**src/pkg/ucrc_pkg.sv**
```systemverilog
package ucrc_pkg;

    // Behaviour field encoding.
    localparam logic [1:0] BEH_REPORT     = 2'h0;
    localparam logic [1:0] BEH_REPORT_DISC = 2'h1;
    localparam logic [1:0] BEH_DISC_SLEEP = 2'h2;
    localparam logic [1:0] BEH_IGNORE     = 2'h3;
    localparam logic [1:0] BEH_RESET      = 2'h1;

    localparam int ACC_W = 32;

    // Register byte addresses.
    localparam logic [3:0] ADDR_CTRL   = 4'h0;
    localparam logic [3:0] ADDR_LIMIT  = 4'h4;
    localparam logic [3:0] ADDR_ACCUM  = 4'h8;
    localparam logic [3:0] ADDR_STATUS = 4'hC;

    // Control register fields.
    localparam int CTRL_EN_BIT    = 0;
    localparam int CTRL_CLR_BIT   = 1;
    localparam int CTRL_BEH_LSB   = 4;
    localparam int CTRL_INC_BIT   = 8;

    // Status register fields.
    localparam int ST_FLAG_BIT    = 0;
    localparam int ST_ALERT_BIT   = 1;
    localparam int ST_SWITCH_BIT  = 2;
    localparam int ST_SLEEP_BIT   = 3;
    localparam int ST_EMU_BIT     = 4;

    localparam logic [31:0] LIMIT_RESET = 32'hFFFF_FFFF;

    typedef enum logic [1:0] {UCRC_IDLE, UCRC_ACK} ucrc_bus_e;

endpackage : ucrc_pkg

```
**src/pkg/ucrc_ctl_if.sv**
```systemverilog
`timescale 1ns/1ps
interface ucrc_ctl_if;
    logic [4:0] pins;
    logic       latch;
    logic       changed;
    modport owner (input pins, input latch, output changed);
    modport user  (output pins, output latch, input changed);
endinterface : ucrc_ctl_if

```
**src/ucrc_ctrl.sv**
```systemverilog
// Added by the designer: the register addresses and the Avalon-MM slave port.
`timescale 1ns/1ps
// Summary of operation
// - Accumulate and check only while Active.
// - Below limit, operate normally in every behaviour.
// - Attach or removal never clears accumulation.
// - Removal then attach restarts emulation below limit.
// - Behaviour write leaves accumulator untouched.
// - Pre-limit behaviour change stored silently.
// - Post-limit behaviour change acts at once.
// - From Ignore: apply new behaviour actions.
// - From Report: apply pairwise transition actions.
// - From Report-and-disconnect: release, re-evaluate or sleep.
// - From Disconnect-and-sleep: alert unless Ignore, re-evaluate unless Report-and-disconnect.
// - Re-evaluate restarts emulation only if pins changed.
// - Disable before limit zeroes accumulator.
// - Disable after limit clears flag, alert, re-evaluates.
// - Clear control zeroes accumulator; accumulation continues.
// - Clear after limit runs behaviour reset actions.
// - Two-bit code: report, rep-disc, sleep, ignore.
// - Report-and-disconnect keeps switches open, states follow.
// - Disconnect-and-sleep ignores control changes.
// - Reset clears flag, releases alert, re-evaluates.
module ucrc_ctrl
(
    // Clock and reset.
    input  wire logic        CLOCK,
    input  wire logic        ARST_N,
    // Avalon-MM slave.
    input  wire logic [3:0]  AVS_ADDRESS,
    input  wire logic        AVS_READ,
    input  wire logic        AVS_WRITE,
    input  wire logic [31:0] AVS_WRITEDATA,
    input  wire logic [3:0]  AVS_BYTEENABLE,
    output logic      [31:0] AVS_READDATA,
    output logic             AVS_WAITREQUEST,
    output logic      [1:0]  AVS_RESPONSE,
    // Power state and measurement.
    input  wire logic        ACTIVE_STATE,
    input  wire logic        CHARGE_TICK,
    input  wire logic [15:0] CHARGE_AMOUNT,
    input  wire logic        REMOVAL_EVENT,
    input  wire logic        ATTACH_EVENT,
    input  wire logic        OTHER_ALERT,
    // Host controls.
    input  wire logic        MODE_SELECT_HI,
    input  wire logic        MODE_SELECT_LO,
    input  wire logic        EMULATION_ENABLE,
    input  wire logic        ATTACH_GATE_SELECT,
    input  wire logic        PORT_POWER_ENABLE,
    // Actions.
    output logic             ALERT_N,
    output logic             PORT_SWITCH_BLOCK,
    output logic             BYPASS_BLOCK,
    output logic             EMULATION_REMOVE,
    output logic             EMULATION_RESTART,
    output logic             SLEEP_REQUEST,
    output logic             CONTROLS_FROZEN
);

    // ****************************************************************
    // State
    // ****************************************************************
    typedef struct packed
    {
        ucrc_pkg::ucrc_bus_e bus;
        logic [31:0]         rdata;
        logic                limit_feature_enable;
        logic [1:0]          limit_behavior_sel;
        logic [31:0]         limit;
        logic [31:0]         accum;
        logic                limit_reached_flag;
        logic                alert;
        logic                sw_block;
        logic                emu_remove;
        logic                sleep;
        logic                restart;
        logic                removed;
    } ucrc_state_s;

    ucrc_state_s state;
    ucrc_state_s next_state;
    ucrc_ctl_if  ctl ();

    logic [4:0] pins;
    assign pins = {MODE_SELECT_HI, MODE_SELECT_LO, EMULATION_ENABLE,
                   ATTACH_GATE_SELECT, PORT_POWER_ENABLE};

    ucrc_pin_snap u_snap
    (
        .CLOCK  (CLOCK),
        .ARST_N (ARST_N),
        .ctl    (ctl)
    );

    assign ctl.pins = pins;

    // ****************************************************************
    // Functions
    // ****************************************************************
    // Behaviour codes decode to their alert and disconnect actions.
    function automatic logic beh_alerts(input logic [1:0] b);
        beh_alerts = (b == ucrc_pkg::BEH_REPORT) || (b == ucrc_pkg::BEH_REPORT_DISC);
    endfunction : beh_alerts

    function automatic logic beh_disconnects(input logic [1:0] b);
        beh_disconnects = (b == ucrc_pkg::BEH_REPORT_DISC) || (b == ucrc_pkg::BEH_DISC_SLEEP);
    endfunction : beh_disconnects

    function automatic logic [31:0] merge(input logic [31:0] old, input logic [31:0] wd,
                                          input logic [3:0] be);
        logic [31:0] r;
        r = old;
        for (int i = 0; i < 4; i++)
        begin
            if (be[i])
            begin
                r[i*8 +: 8] = wd[i*8 +: 8];
            end
        end
        merge = r;
    endfunction : merge

    // ****************************************************************
    // Next state
    // ****************************************************************
    logic        wr_hit;
    logic        rd_hit;
    logic [31:0] ctrl_wd;
    logic        ctrl_wr;
    logic        go_disable;
    logic        go_clear;
    logic        beh_change;
    logic [1:0]  new_beh;
    logic [32:0] sum;
    logic        reeval;
    logic        do_latch;

    always_comb
    begin
        next_state = state;
        next_state.restart = 1'b0;
        wr_hit  = AVS_WRITE && (state.bus == ucrc_pkg::UCRC_IDLE);
        rd_hit  = AVS_READ && (state.bus == ucrc_pkg::UCRC_IDLE);
        ctrl_wr = wr_hit && (AVS_ADDRESS == ucrc_pkg::ADDR_CTRL);
        ctrl_wd = merge({23'h0, 1'b0, 2'h0, state.limit_behavior_sel, 2'h0, 1'b0,
                         state.limit_feature_enable},
                        AVS_WRITEDATA, AVS_BYTEENABLE);
        new_beh    = ctrl_wd[ucrc_pkg::CTRL_BEH_LSB +: 2];
        go_disable = ctrl_wr && state.limit_feature_enable && !ctrl_wd[ucrc_pkg::CTRL_EN_BIT];
        go_clear   = ctrl_wr && ctrl_wd[ucrc_pkg::CTRL_CLR_BIT];
        beh_change = ctrl_wr && (new_beh != state.limit_behavior_sel);
        reeval     = 1'b0;
        do_latch   = 1'b0;
        sum        = {1'b0, state.accum} + {17'h0, CHARGE_AMOUNT};

        // Bus handshake: one wait cycle, then acknowledge.
        case (state.bus)
            ucrc_pkg::UCRC_IDLE:
            begin
                if (AVS_READ || AVS_WRITE)
                begin
                    next_state.bus = ucrc_pkg::UCRC_ACK;
                end
            end
            ucrc_pkg::UCRC_ACK:
            begin
                next_state.bus = ucrc_pkg::UCRC_IDLE;
            end
            default:
            begin
                next_state.bus = ucrc_pkg::UCRC_IDLE;
            end
        endcase

        if (rd_hit)
        begin
            case (AVS_ADDRESS)
                ucrc_pkg::ADDR_CTRL:
                    next_state.rdata = {26'h0, state.limit_behavior_sel, 3'h0,
                                        state.limit_feature_enable};
                ucrc_pkg::ADDR_LIMIT:  next_state.rdata = state.limit;
                ucrc_pkg::ADDR_ACCUM:  next_state.rdata = state.accum;
                ucrc_pkg::ADDR_STATUS:
                    next_state.rdata = {27'h0, state.emu_remove, state.sleep, state.sw_block,
                                        state.alert, state.limit_reached_flag};
                default:               next_state.rdata = 32'h0000_0000;
            endcase
        end

        if (wr_hit && (AVS_ADDRESS == ucrc_pkg::ADDR_LIMIT))
        begin
            next_state.limit = merge(state.limit, AVS_WRITEDATA, AVS_BYTEENABLE);
        end

        // Accumulate only while Active and below limit; attach/removal
        // events are deliberately not consulted here.
        if (state.limit_feature_enable && ACTIVE_STATE && CHARGE_TICK
            && !state.limit_reached_flag)
        begin
            next_state.accum = sum[32] ? 32'hFFFF_FFFF : sum[31:0];
            if (sum >= {1'b0, state.limit})
            begin
                next_state.limit_reached_flag = 1'b1;
                next_state.alert      = beh_alerts(state.limit_behavior_sel);
                next_state.sw_block   = beh_disconnects(state.limit_behavior_sel);
                next_state.emu_remove = beh_disconnects(state.limit_behavior_sel);
                next_state.sleep      = (state.limit_behavior_sel == ucrc_pkg::BEH_DISC_SLEEP);
                do_latch = 1'b1;
            end
        end

        // Removal then attach below the limit restarts emulation.
        if (REMOVAL_EVENT)
        begin
            next_state.removed = 1'b1;
        end
        if (ATTACH_EVENT)
        begin
            next_state.removed = 1'b0;
            if (state.removed && state.limit_feature_enable && !state.limit_reached_flag)
            begin
                next_state.restart = EMULATION_ENABLE;
            end
        end

        if (ctrl_wr)
        begin
            // Stored silently below the limit; accumulator untouched.
            next_state.limit_behavior_sel   = new_beh;
            next_state.limit_feature_enable = ctrl_wd[ucrc_pkg::CTRL_EN_BIT];
        end

        if (beh_change && state.limit_reached_flag)
        begin
            case (state.limit_behavior_sel)
                ucrc_pkg::BEH_IGNORE:
                begin
                    next_state.alert      = (new_beh != ucrc_pkg::BEH_DISC_SLEEP);
                    next_state.sw_block   = beh_disconnects(new_beh);
                    next_state.emu_remove = beh_disconnects(new_beh);
                    next_state.sleep      = (new_beh == ucrc_pkg::BEH_DISC_SLEEP);
                end
                ucrc_pkg::BEH_REPORT:
                begin
                    next_state.alert      = (new_beh == ucrc_pkg::BEH_REPORT_DISC);
                    next_state.sw_block   = beh_disconnects(new_beh);
                    next_state.emu_remove = (new_beh == ucrc_pkg::BEH_DISC_SLEEP);
                    next_state.sleep      = (new_beh == ucrc_pkg::BEH_DISC_SLEEP);
                end
                ucrc_pkg::BEH_REPORT_DISC:
                begin
                    next_state.alert = (new_beh == ucrc_pkg::BEH_REPORT);
                    if (new_beh == ucrc_pkg::BEH_DISC_SLEEP)
                    begin
                        next_state.alert      = 1'b0;
                        next_state.sleep      = 1'b1;
                        next_state.sw_block   = 1'b1;
                        next_state.emu_remove = 1'b1;
                    end
                    else
                    begin
                        reeval = 1'b1;
                    end
                end
                default:
                begin
                    next_state.alert = beh_alerts(new_beh);
                    next_state.sleep = 1'b0;
                    if (new_beh == ucrc_pkg::BEH_REPORT_DISC)
                    begin
                        next_state.sw_block = 1'b1;
                        next_state.emu_remove = 1'b1;
                    end
                    else
                    begin
                        reeval = 1'b1;
                    end
                end
            endcase
        end

        // Disable: below limit zero the accumulator, above it recover.
        if (go_disable)
        begin
            next_state.accum = 32'h0000_0000;
            if (state.limit_reached_flag)
            begin
                next_state.limit_reached_flag = 1'b0;
                next_state.alert = 1'b0;
                reeval = 1'b1;
            end
        end

        // Clear control is self-clearing and never stored.
        if (go_clear)
        begin
            next_state.accum = 32'h0000_0000;
            if (state.limit_reached_flag)
            begin
                next_state.limit_reached_flag = 1'b0;
                if (beh_alerts(state.limit_behavior_sel))
                begin
                    next_state.alert = 1'b0;
                end
                if (beh_disconnects(state.limit_behavior_sel))
                begin
                    reeval = 1'b1;
                end
            end
        end

        // Re-evaluation: switches released, emulation restarted only when the
        // pins moved since the limit was reached.
        if (reeval && !(beh_change && new_beh == ucrc_pkg::BEH_REPORT_DISC
                        && state.limit_reached_flag && !go_clear && !go_disable))
        begin
            next_state.sw_block   = 1'b0;
            next_state.emu_remove = 1'b0;
            next_state.sleep      = 1'b0;
            next_state.restart    = ctl.changed && EMULATION_ENABLE;
        end
    end

    assign ctl.latch = do_latch;

    always_ff @(posedge CLOCK or negedge ARST_N)
    begin
        if (!ARST_N)
        begin
            state <= '{bus: ucrc_pkg::UCRC_IDLE, rdata: 32'h0000_0000,
                       limit_feature_enable: 1'b0,
                       limit_behavior_sel: ucrc_pkg::BEH_RESET,
                       limit: ucrc_pkg::LIMIT_RESET, accum: 32'h0000_0000,
                       limit_reached_flag: 1'b0, alert: 1'b0, sw_block: 1'b0,
                       emu_remove: 1'b0, sleep: 1'b0, restart: 1'b0, removed: 1'b0};
        end
        else
        begin
            state <= next_state;
        end
    end

    // ****************************************************************
    // Outputs
    // ****************************************************************
    assign AVS_READDATA      = state.rdata;
    assign AVS_WAITREQUEST   = (AVS_READ || AVS_WRITE) && (state.bus == ucrc_pkg::UCRC_IDLE);
    assign AVS_RESPONSE      = 2'h0;
    assign ALERT_N           = !(state.alert || OTHER_ALERT);
    // Report-and-disconnect holds both switches open until a clear, a disable or a behaviour change re-evaluates.
    assign PORT_SWITCH_BLOCK = state.sw_block;
    assign BYPASS_BLOCK      = state.sw_block;
    assign EMULATION_REMOVE  = state.emu_remove;
    assign EMULATION_RESTART = state.restart;
    assign SLEEP_REQUEST     = state.sleep;
    // In sleep, control pin changes are ignored by the power manager.
    assign CONTROLS_FROZEN   = state.sleep;

endmodule : ucrc_ctrl

```
**src/ucrc_pin_snap.sv**
```systemverilog
`timescale 1ns/1ps
module ucrc_pin_snap
(
    // Clock and reset.
    input  wire logic CLOCK,
    input  wire logic ARST_N,
    // Snapshot port.
    ucrc_ctl_if.owner ctl
);
    // Holds the control pins seen when the limit was reached.
    typedef struct packed
    {
        logic [4:0] snap;
    } ucrc_snap_s;

    ucrc_snap_s state;
    ucrc_snap_s next_state;

    always_comb
    begin
        next_state = state;
        if (ctl.latch)
        begin
            next_state.snap = ctl.pins;
        end
    end

    assign ctl.changed = (ctl.pins != state.snap);

    always_ff @(posedge CLOCK or negedge ARST_N)
    begin
        if (!ARST_N)
        begin
            state <= '0;
        end
        else
        begin
            state <= next_state;
        end
    end
endmodule : ucrc_pin_snap

```
**config.mk**
```make
export PLATFORM = sky130hd
export DESIGN_NAME = ucrc_ctrl
export DESIGN_NICKNAME = d
export VERILOG_FILES = /design/src/pkg/ucrc_pkg.sv /design/src/pkg/ucrc_ctl_if.sv /design/src/ucrc_ctrl.sv /design/src/ucrc_pin_snap.sv
export SDC_FILE = /design/constraint.sdc
export NUM_CORES = 1
export LEC_CHECK = 0
export ABC_AREA = 1
export ABC_CLOCK_PERIOD_IN_PS = 3800
export BUFFER_PORTS_ARGS = -buffer_cell sky130_fd_sc_hd__clkbuf_2
export CAP_MARGIN = 30
export CORE_UTILIZATION = 45
export CTS_BUF_LIST = sky130_fd_sc_hd__clkbuf_8
export CTS_CLUSTER_DIAMETER = 150
export CTS_CLUSTER_SIZE = 16
export DETAILED_ROUTE_END_ITERATION = 8
export GPL_TIMING_DRIVEN = 1
export PLACE_DENSITY = 0.65
export SETUP_SLACK_MARGIN = 0.3
export SYNTH_ARGS = -nofsm -noshare
export SYNTH_HDL_FRONTEND = slang
export SYNTH_HIERARCHICAL = 1
export SYNTH_SLANG_ARGS = --single-unit
```
**constraint.sdc**
```tcl
create_clock -name CLOCK -period 3.8 [get_ports CLOCK]
set_input_delay 0.76 -clock CLOCK [delete_from_list [all_inputs] [get_ports CLOCK]]
set_output_delay 0.76 -clock CLOCK [all_outputs]
set_load 0.02 [all_outputs]
```
== Word-level counts from Yosys, hierarchy flattened ==
Cells that the tools add are included.
Storage, ports and cells
  bits in registers: 113
  bits of input ports: 70
  output and inout bits: 42
  word-level logic and storage cells: 106
Operators by class
  add/subtract/negate cells: 1
  $lt $le $gt $ge: 1
  equality and inequality tests: 12
  mux-type cells: 31
  reductions and logical operators: 44
Operators by type and width (count)
  $pmux W32 S4: 1
  $mux W34: 2
  $mux W37: 1
  $add A32 B16 Y33: 1
  $ge A33 B32 Y1: 1
  $mux W32: 1
  $logic_and A1 B1 Y1: 21
  $mux W1: 13
  $mux W2: 6
  $mux W4: 3
  $pmux W4 S3: 1
  $eq A4 B4 Y1 const B: 2
  $reduce_and A2 Y1: 4
  $eq A2 B2 Y1 const B: 3
  $logic_not A1 Y1: 6
  $logic_not A2 Y1: 3
  $logic_or A1 B1 Y1: 6
  $mux W6: 1
  $mux W5: 1
  $ne A5 B5 Y1: 1
  $eq A2 B1 Y1 const B: 2
  $eq A4 B3 Y1 const B: 1
  $logic_not A4 Y1: 1
  $ne A2 B2 Y1 const B: 2
  5 further kinds: 5

== Logic depth before layout (Yosys ltp) ==
Gate-level depths: netlist of the first run.
  word-level depth: 13
  gate-level depth with buffers: 30
  gate-level depth less buffers: 29

== Hierarchy ==
The synthesis of the first run kept the hierarchy.
By module, submodules not included
  ucrc_ctrl: instances 1, cells an instance 1029, area an instance 7485.9 µm², sequential area each 2718.9 µm²
  ucrc_pin_snap: instances 1, cells an instance 39, area an instance 282.8 µm², sequential area each 125.1 µm²

== Worst setup path before layout of the first run ==
Ideal clock, no wire load.
  path kind: input to register
  from: in CHARGE_AMOUNT[0]
  to: reg u_snap/state[4] (netlist name)
  library setup time: 0.125 ns
  arrival: 3.745 ns
  required time: 3.675 ns
  path slack: -0.070 ns
  stages: 28
  path buffers: 2
  cells stage by stage: ha_1 -> fa_1 -> nand2_1 -> inv_2 -> nand2_1 -> nand2_1 -> nand2_1 -> nand2_2 -> nand2_2 -> nand2_2 -> buf_6 -> nand3_2 -> nor2_1 -> xor2_1 -> inv_1 -> ha_1 -> nand2_1 -> nand2_1 -> nand2_1 -> nand2_1 -> a21oi_1 -> nand2_1 -> nor2_1 -> nand3_4 -> nand2_4 -> inv_2 -> buf_6 -> mux2_4
On the way
  longest elaborated chain between the ends: 4
Ends and longest elaborated chain
  from (decl): line ucrc_ctrl.sv:41  | input wire logic [15:0] CHARGE_AMOUNT,
  $add A32 B16 Y33: line ucrc_ctrl.sv:155  | sum = {1'b0, state.accum} + {17'h0, CHARGE_AMOUNT};
  $ge A33 B32 Y1: line ucrc_ctrl.sv:202  | if (sum >= {1'b0, state.limit})
  $mux W1: line ucrc_ctrl.sv:202
  $mux W1: line ucrc_ctrl.sv:198  | if (state.limit_feature_enable && ACTIVE_STATE && CHARGE_TICK
  via ctl.latch: line ucrc_ctl_if.sv:4  | logic latch;
  to (signal assigned): line ucrc_pin_snap.sv:38  | state <= next_state;
  to (decl): line ucrc_pin_snap.sv:16  | ucrc_snap_s state;
The timed path passes the listed nets, and every way through them passes these cells.
A chain may end at the register's enable or synchronous reset.

== Worst setup path after layout of the first run ==
Same ends and word-level chain as after synthesis.

==> results of run 1 <==
==> cell type report <==
type / count / area share, %
Multi-Input combinational cell: 741 / 46.8
Sequential cell: 112 / 30.2
Timing Repair Buffer: 183 / 12.0
Inverter: 155 / 6.20
Tap cell: 220 / 2.92
Clock buffer: 10 / 1.46
Clock inverter: 6 / 0.398
==> cells in the final DEF, fill, tap and decap left out, drive strengths merged <==
cell / n
nand2: 319
inv: 156
clkbuf: 118
nor2: 87
a21oi: 84
dfrtp: 79
buf: 75
ha: 55
o21ai: 45
o22ai: 40
nand3: 37
dfstp: 33
xor2: 23
nor3: 14
nand4: 6
clkinv: 4
xnor2: 3
o2111ai: 3
o21bai: 3
o211ai: 2
or2: 2
a21boi: 2
a21o: 2
a22oi: 2
conb: 2
nor4: 2
mux2: 2
and2: 1
a31o: 1
and3: 1
a31oi: 1
nor3b: 1
fa: 1
clkinvlp: 1
==> cells by family (layout without fill, tap and decap cells) <==
group | Yosys count | after routing
compound gates | 185 | 185
xor+xnor | 26 | 26
fa+ha+maj | 56 | 56
buf+inv | 216 | 354
flops | 112 | 112
mux | 2 | 2
other cells | 1 | 2
simple gates | 470 | 470
==> routing by layer <==
layer	wire length, um	vias to the layer above
li1	-	3645
met3	962	33
met2	9610	182
met5	0	-
met1	9970	3323
met4	455	0
==> flip-flops by register name, summed over array words and instances, names as in the netlist <==
signal,cells
CONTROLS_FROZEN,1
EMULATION_RESTART,1
BYPASS_BLOCK,1
EMULATION_REMOVE,1
state,71
u_snap/state,5
AVS_READDATA,32
==> synthesized netlist by cell type, types with 3 or more instances <==
library cell	instances	area [sq um]
nand2_1	312	1170
ha_1	55	688
o21ai_0	34	170
o21bai_1	3	22.5
nor2_1	81	304
xnor2_1	3	26.3
nand3_2	3	30.0
buf_4	37	278
nor2_2	5	31.3
nor3_1	11	55.1
buf_1	3	11.3
clkbuf_1	17	63.8
o2111ai_1	3	26.3
nand2_2	5	31.3
o21ai_1	11	55.1
xor2_1	23	201
nand4_1	6	37.5
nand3_1	33	165
dfrtp_1	79	1980
inv_2	17	63.8
inv_1	137	514
dfstp_2	33	867
a21oi_1	82	410
o22ai_1	40	250
==> worst max-delay path by stage <==
stage	start	to	slack, ns	cells past startpoint
2_1_floorplan	CHARGE_AMOUNT[0]	u_snap/state[4]$_DFFE_PN0P_	0.05	28
3_3_place_gp	CHARGE_AMOUNT[12]	u_snap/state[4]$_DFFE_PN0P_	-0.36	22
3_5_place_dp	CHARGE_AMOUNT[0]	u_snap/state[4]$_DFFE_PN0P_	-0.39	23
4_1_cts	CHARGE_AMOUNT[0]	u_snap/state[4]$_DFFE_PN0P_	0.28	26
5_1_grt	state[7]$_DFFE_PN0P_	u_snap/state[4]$_DFFE_PN0P_	0.03	24
6_report	CHARGE_AMOUNT[0]	u_snap/state[4]$_DFFE_PN0P_	0.14	25
==> timing repair <==
action / 4_1_cts / 5_1_grt
pin swaps: 1 / 26
gates resized for setup: 15 / 86
setup endpoints to repair: 10 / 10
setup buffers: 4 / 10
==> critical path: cells and delay by family <==
kind          cells  cell delay [ns]
fa+ha+maj         3             0.85
simple gates     14             1.35
buf+inv           6             0.56
mux               1             0.29
xor+xnor          1             0.15
==> power by group <==
group	switching, mW	internal (mW)
registers	0.192	1.46
clock network	0.422	0.254
logic	1.68	1.25
total	2.30	2.96
==> summary.txt, run 1 <==
Synthesis
  • Synth Area in XOR/XNOR: about 2.9%
  • Post-Synth Simple-Gate Area: between 20% and 30%
  • Synth Register Bits: around 110
  • Async SR Flop Fraction: 100%
  • Post-synth cell types: 48
  • Main combinational cell family by area after synthesis: simple AND/OR/NAND/NOR gates
  • Synth Cell Area: approximately 7800 sq um
  • Avg Cell Area, Syn: between 7 and 8 sq um
  • Compound-Gate Fraction of Synth Area: a little over an eighth
  • EDFF count, synth: 0
  • Seq/Total Area, Yosys: 36.6%
  • Fraction of the mapped netlist area in adder cells: 9.12%
  • Mux contribution to synthesized area: less than 1%
  • Synth warn: 6
  • Synth Instances: 1068
  • Top FF cell, synth: dfrtp_1

Cells and area
  • Fin util: 56.4%
  • Area of the multi-input gates: roughly 4400 sq um
  • Register area: 2840 sq um
  • Share of layout cells above drive strength 1: between 20% and 30%
  • Layout Nets: between 1000 and 1500
  • Final Non-Filler Cells: 1427
  • Fillcell total: approximately 1600
  • Post-route cell area: approximately 9400 sq um
  • Area grow syn2layout: 21.3%
  • Antenna Cells: 0

Worst setup path
  • Crit path required time: between 4 and 5 ns
  • Largest fanout on the critical path: 5
  • Slowest cell on the critical path: fa_2
  • Max stage delay on crit path: 0.40 ns
  • CP startpoint kind: primary input
  • R2R cell count: 24
  • Worst reg2reg path startpoint: state[7]$_DFFE_PN0P_
  • Worst path arrival time: between 3 and 4 ns
  • R2R setup slack: about 0.18 ns
  • WS Path Type: primary input to register
  • FF-to-FF End: u_snap/state[4]$_DFFE_PN0P_
  • CP most frequent cell: nand2_4
  • Worst setup EP type: register

Clock network
  • Hold-fix buffers, CTS: 0
  • Clock sinks: 112
  • CTS Root Buffer Type: clkbuf_8
  • Clock buffer depth: 2
  • Num CTS Buffers: 9
  • CTS tree: done
  • H-tree Lvls: 3
  • Clk_lat worst skew: approximately 0.40 ns
  • Clock transition at path regs: roughly 0.11 ns

Placement
  • DP HPWL: roughly 16000 um
  • Area of placed instances: 8690 sq um
  • GPL Wtd Cong: just over 0.9
  • Pre-CTS setup slack: -0.388 ns
  • PortBufs: about 110
  • Placed insts: around 1400

Die
  • Core Area: 16700 sq um
  • Initial Util: 46.5%
  • Site Rows: between 40 and 50
  • # IOs: around 110
  • Die width: approximately 130 um
  • Die Ht: approximately 130 um
  • Full die area: approximately 18000 sq um

Timing
  • Post-layout min period: 3.66 ns
  • Post-Route Setup TNS: 0 ns
  • Rel. slew slack: 49.9%
  • Final setup viols: 0
  • Fmax: 273 MHz
  • RSZ-0062 raised after global routing: yes
  • Max Slew Vio Count: 0
  • Final worst path period share: 96.3%
  • Setup Skew: approximately 0.012 ns
  • Setup ws final: around 0.14 ns
  • Worst Hold Slack: roughly 0.40 ns
  • Worst slew pin tran: about 0.75 ns
  • Final Hold Fails: 0

Global route
  • Total gr overflow: 0
  • Global-route wire length before repair: about 35000 um
  • Overall Global Routing Usage: between 20% and 30%
  • Vias in the first global route: 7131
  • GRT busiest layer: met2
  • GR Util met2: 39.4%
  • Antenna violations before repair: 0
  • GR Util met1: 33.7%
  • Pin count of the biggest net entering global routing: 59
  • Met3 GRT Util: approximately 4.5%

Detailed routing
  • Initial DRC count: around 360
  • Vias per inst: 5.03
  • Routed Antenna Nets: 0
  • Vias post-DR: approximately 7200
  • DR WL/cell: between 10 and 15 um
  • Drt pass-1 iters: 5
  • Total wire length: 21000 um
  • DRC: 0

Worst hold path
  • Hold crit path type: primary input to asynchronous set/reset pin

Power
  • Power Total: 5.26 mW
  • PwrDens: between 500 and 600 nW/um^2
  • Lkg Pwr: approximately 5.3 nW
  • Peak VDD IR: between 0.2 and 0.3 mV

Status
  • Run status: finished clean

Run
  • Maximum Capacitance Violations: 0
Power figures use the tool's default switching activity.
==> run 2, diff against run 1 <==
--- a/config.mk
+++ b/config.mk
@@ -6,7 +6,7 @@
 export NUM_CORES = 1
 export LEC_CHECK = 0
 export ABC_AREA = 1
-export ABC_CLOCK_PERIOD_IN_PS = 3800
+export ABC_CLOCK_PERIOD_IN_PS = 3500
 export BUFFER_PORTS_ARGS = -buffer_cell sky130_fd_sc_hd__clkbuf_2
 export CAP_MARGIN = 30
 export CORE_UTILIZATION = 45
==> constraint.sdc (replaced) <==
create_clock -name CLOCK -period 3.5 [get_ports CLOCK]
set_input_delay 0.7 -clock CLOCK [delete_from_list [all_inputs] [get_ports CLOCK]]
set_output_delay 0.7 -clock CLOCK [all_outputs]
set_load 0.02 [all_outputs]
==> run 2 against run 1 <==
Final cell count rose by 2.7%. Sequential power rose by 9.7%. Critical path type is now register to register. Global-route usage rose by 0.82 points. Largest cell class unchanged. Critical endpoint is now EMULATION_REMOVE$_DFF_PN0_. Highest routed layer unchanged. Via count rose by 4.3%.
==> summary.txt, run 2 (same netlist as run 1, synthesis figures left out) <==
Power
  • Seq pwr share: roughly 28%
  • NetSw: 2.74 mW
  • Pint: 3.75 mW
  • Power Total: 6.49 mW
  • Lkg Pwr: 5.51 nW
  • Switching Share: approximately 42%
  • Clock power share: about 15%
  • Gate power share: 57.3%
  • PwrDens: 647 nW/um^2
  • Peak VDD IR: ~0.34 mV

Worst setup path
  • Worst path arrival time: ~3.8 ns
  • WS Path Type: register to register
  • Crit path required time: around 3.8 ns
  • Slowest cell on the critical path: dfrtp_1
  • Worst setup EP type: register
  • Max stage delay on crit path: ~0.42 ns
  • CP most frequent cell: nand2_1
  • WP buf/inv: 3
  • Largest fanout on the critical path: 4
  • CP startpoint kind: register
  • Top Family by Delay on Critical Path: simple AND/OR/NAND/NOR gates

Clock network
  • H-tree Lvls: 3
  • Clock buffer depth: 2
  • Clock transition at path regs: 0.11 ns
  • CTS Root Buffer Type: clkbuf_8
  • Clock sinks: 112
  • Clk_lat worst skew: about 0.41 ns
  • Num CTS Buffers: 9
  • CTS tree: done

Cells and area
  • Antenna Cells: 0
  • Layout Nets: 1367
  • Largest register FFs: 71
  • Commonest cells after routing, fill and taps aside: nand2_1, inv_1, buf_4
  • Share of layout cells above drive strength 1: 33.9%
  • Most common cell after layout, fill and taps aside: nand2_1
  • Final Non-Filler Cells: approximately 1500
  • Area grow syn2layout: 29.1%
  • Most flop-heavy register: state
  • Fillcell total: around 1600

Timing
  • Fmax: slightly below 300 MHz
  • Worst slew pin tran: between 0.7 and 0.8 ns
  • Final setup viols: 0
  • Rel. slew slack: 49.4%
  • Setup Skew: about 0.014 ns
  • Max Slew Vio Count: 0
  • Post-Route Setup TNS: 0 ns
  • Post-layout min period: between 3 and 4 ns
  • Final worst path period share: between 90% and 100%
  • Final Hold Fails: 0
  • RSZ-0062 raised after global routing: yes

Detailed routing
  • Routed Antenna Nets: 0
  • Initial DRC count: between 500 and 600
  • DRC: 0
  • Drt pass-1 iters: 5
  • Vias post-DR: ~7500
  • DR WL/cell: about 15 um
  • Total wire length: around 22000 um
  • Vias per inst: around 5.1

Placement
  • DP HPWL: between 15000 and 20000 um
  • PortBufs: between 100 and 150
  • GPL Wtd Cong: between 0.9 and 1
  • Placed insts: 1416

Status
  • Run status: finished clean

Die
  • Core Area: ~17000 sq um
  • Die Ht: about 130 um
  • Initial Util: a little under half
  • Site Rows: 47
  • # IOs: between 100 and 150
  • Full die area: 17800 sq um
  • Die width: around 130 um

Global route
  • Total gr overflow: 0
  • Global-route wire length before repair: ~36000 um
  • Pin count of the biggest net entering global routing: between 50 and 60
  • Antenna violations before repair: 0
  • Vias in the first global route: between 7000 and 8000
  • Overall Global Routing Usage: between 20% and 30%

Run
  • Maximum Capacitance Violations: 0

Worst hold path
  • Hold crit path type: primary input to asynchronous set/reset pin
run 2: worst register-to-register path: stages, from the launching register on:
cell and delay, ns:
dfrtp_1 0.42, ha_4 0.17, fa_2 0.35, nand2_2 0.08, inv_2 0.04, nand2_2 0.06
nand2_4 0.07, a21oi_4 0.18, o21ai_2 0.10, nand3_1 0.09, nand2_2 0.09, xor2_1 0.19
inv_1 0.09, ha_4 0.22, nand2_1 0.05, nand2_1 0.05, nand2_1 0.05, nand2_1 0.06
a21oi_1 0.13, nand2_1 0.08, nor2_2 0.15, nand3_4 0.11, nand2_4 0.11, buf_6 0.13
nand2_2 0.05, nand2_1 0.05, nand2_1 0.04, a21oi_1 0.12
run 2: metrics by stage:
stage	setup WS [ns]	util [%]	hold WS, ns	instance area, sq um
CTS	0.126	57.3	0.374	9570
finish	0.0919	60.0	0.343	10000
global route	-0.0689	60.0	0.409	10000
detailed placement	-0.472	52.9	0.466	8840
global placement	-0.435	52.9	0.463	8840
floorplan	-0.195	-	0.404	7790
run 2: cell type report:
type / instances / area (sq um) / area share [%]
tap: 220 / 275 / 2.75
inverter: 155 / 584 / 5.83
clock inverter: 7 / 119 / 1.19
clock buffer: 9 / 124 / 1.24
sequential: 112 / 2850 / 28.4
timing repair buffer: 222 / 1420 / 14.2
multi-input combinational: 741 / 4660 / 46.4
run 2: path summary, 6_finish.rpt:
| check | cells after the start | endpoint | slack, ns | start |
|---|---|---|---|---|
| worst max-delay path | 27 | EMULATION_REMOVE$_DFF_PN0_ | 0.09 | state[7]$_DFFE_PN0P_ |
| worst min-delay path | 1 | state[16]$_DFFE_PN0P_ | 0.34 | ARST_N |
| worst max register to register | 27 | EMULATION_REMOVE$_DFF_PN0_ | 0.09 | state[7]$_DFFE_PN0P_ |
| worst min register to register | 2 | AVS_READDATA[24]$_DFFE_PN0P_ | 0.49 | AVS_READDATA[24]$_DFFE_PN0P_ |
| max in group asynchronous | 2 | state[65]$_DFFE_PN1P_ | 2.33 | ARST_N |
| min in group CLOCK | 2 | state[0]$_DFFE_PN0P_ | 0.44 | ATTACH_EVENT |
run 2: timing repair:
item | 4_1_cts | 5_1_grt
setup buffers | 22 | 12
endpoints found under the setup margin | 10 | 10
hold buffers | 0 | 0
resized for setup | 67 | 73
pin swaps | 13 | 24
run 2: per-layer routing:
metal  vias to the layer above  global-route usage (%)  part of all wire [%]
met4                         0                    9.09                   2.1
li1                       3721                       -                     -
met2                       201                    42.5                    48
met1                      3533                    33.4                    46
met3                        38                    3.73                   4.2
met5                         -                       0                     0
run 2: power groups by stage:
stage	clock network (mW)	logic, mW	registers [mW]
floorplan	0	1.88	1.74
global placement	0	2.88	1.79
detailed placement	0	2.92	1.80
CTS	0.984	3.30	1.78
global route	1.02	4.13	1.84
finish	0.967	3.72	1.81
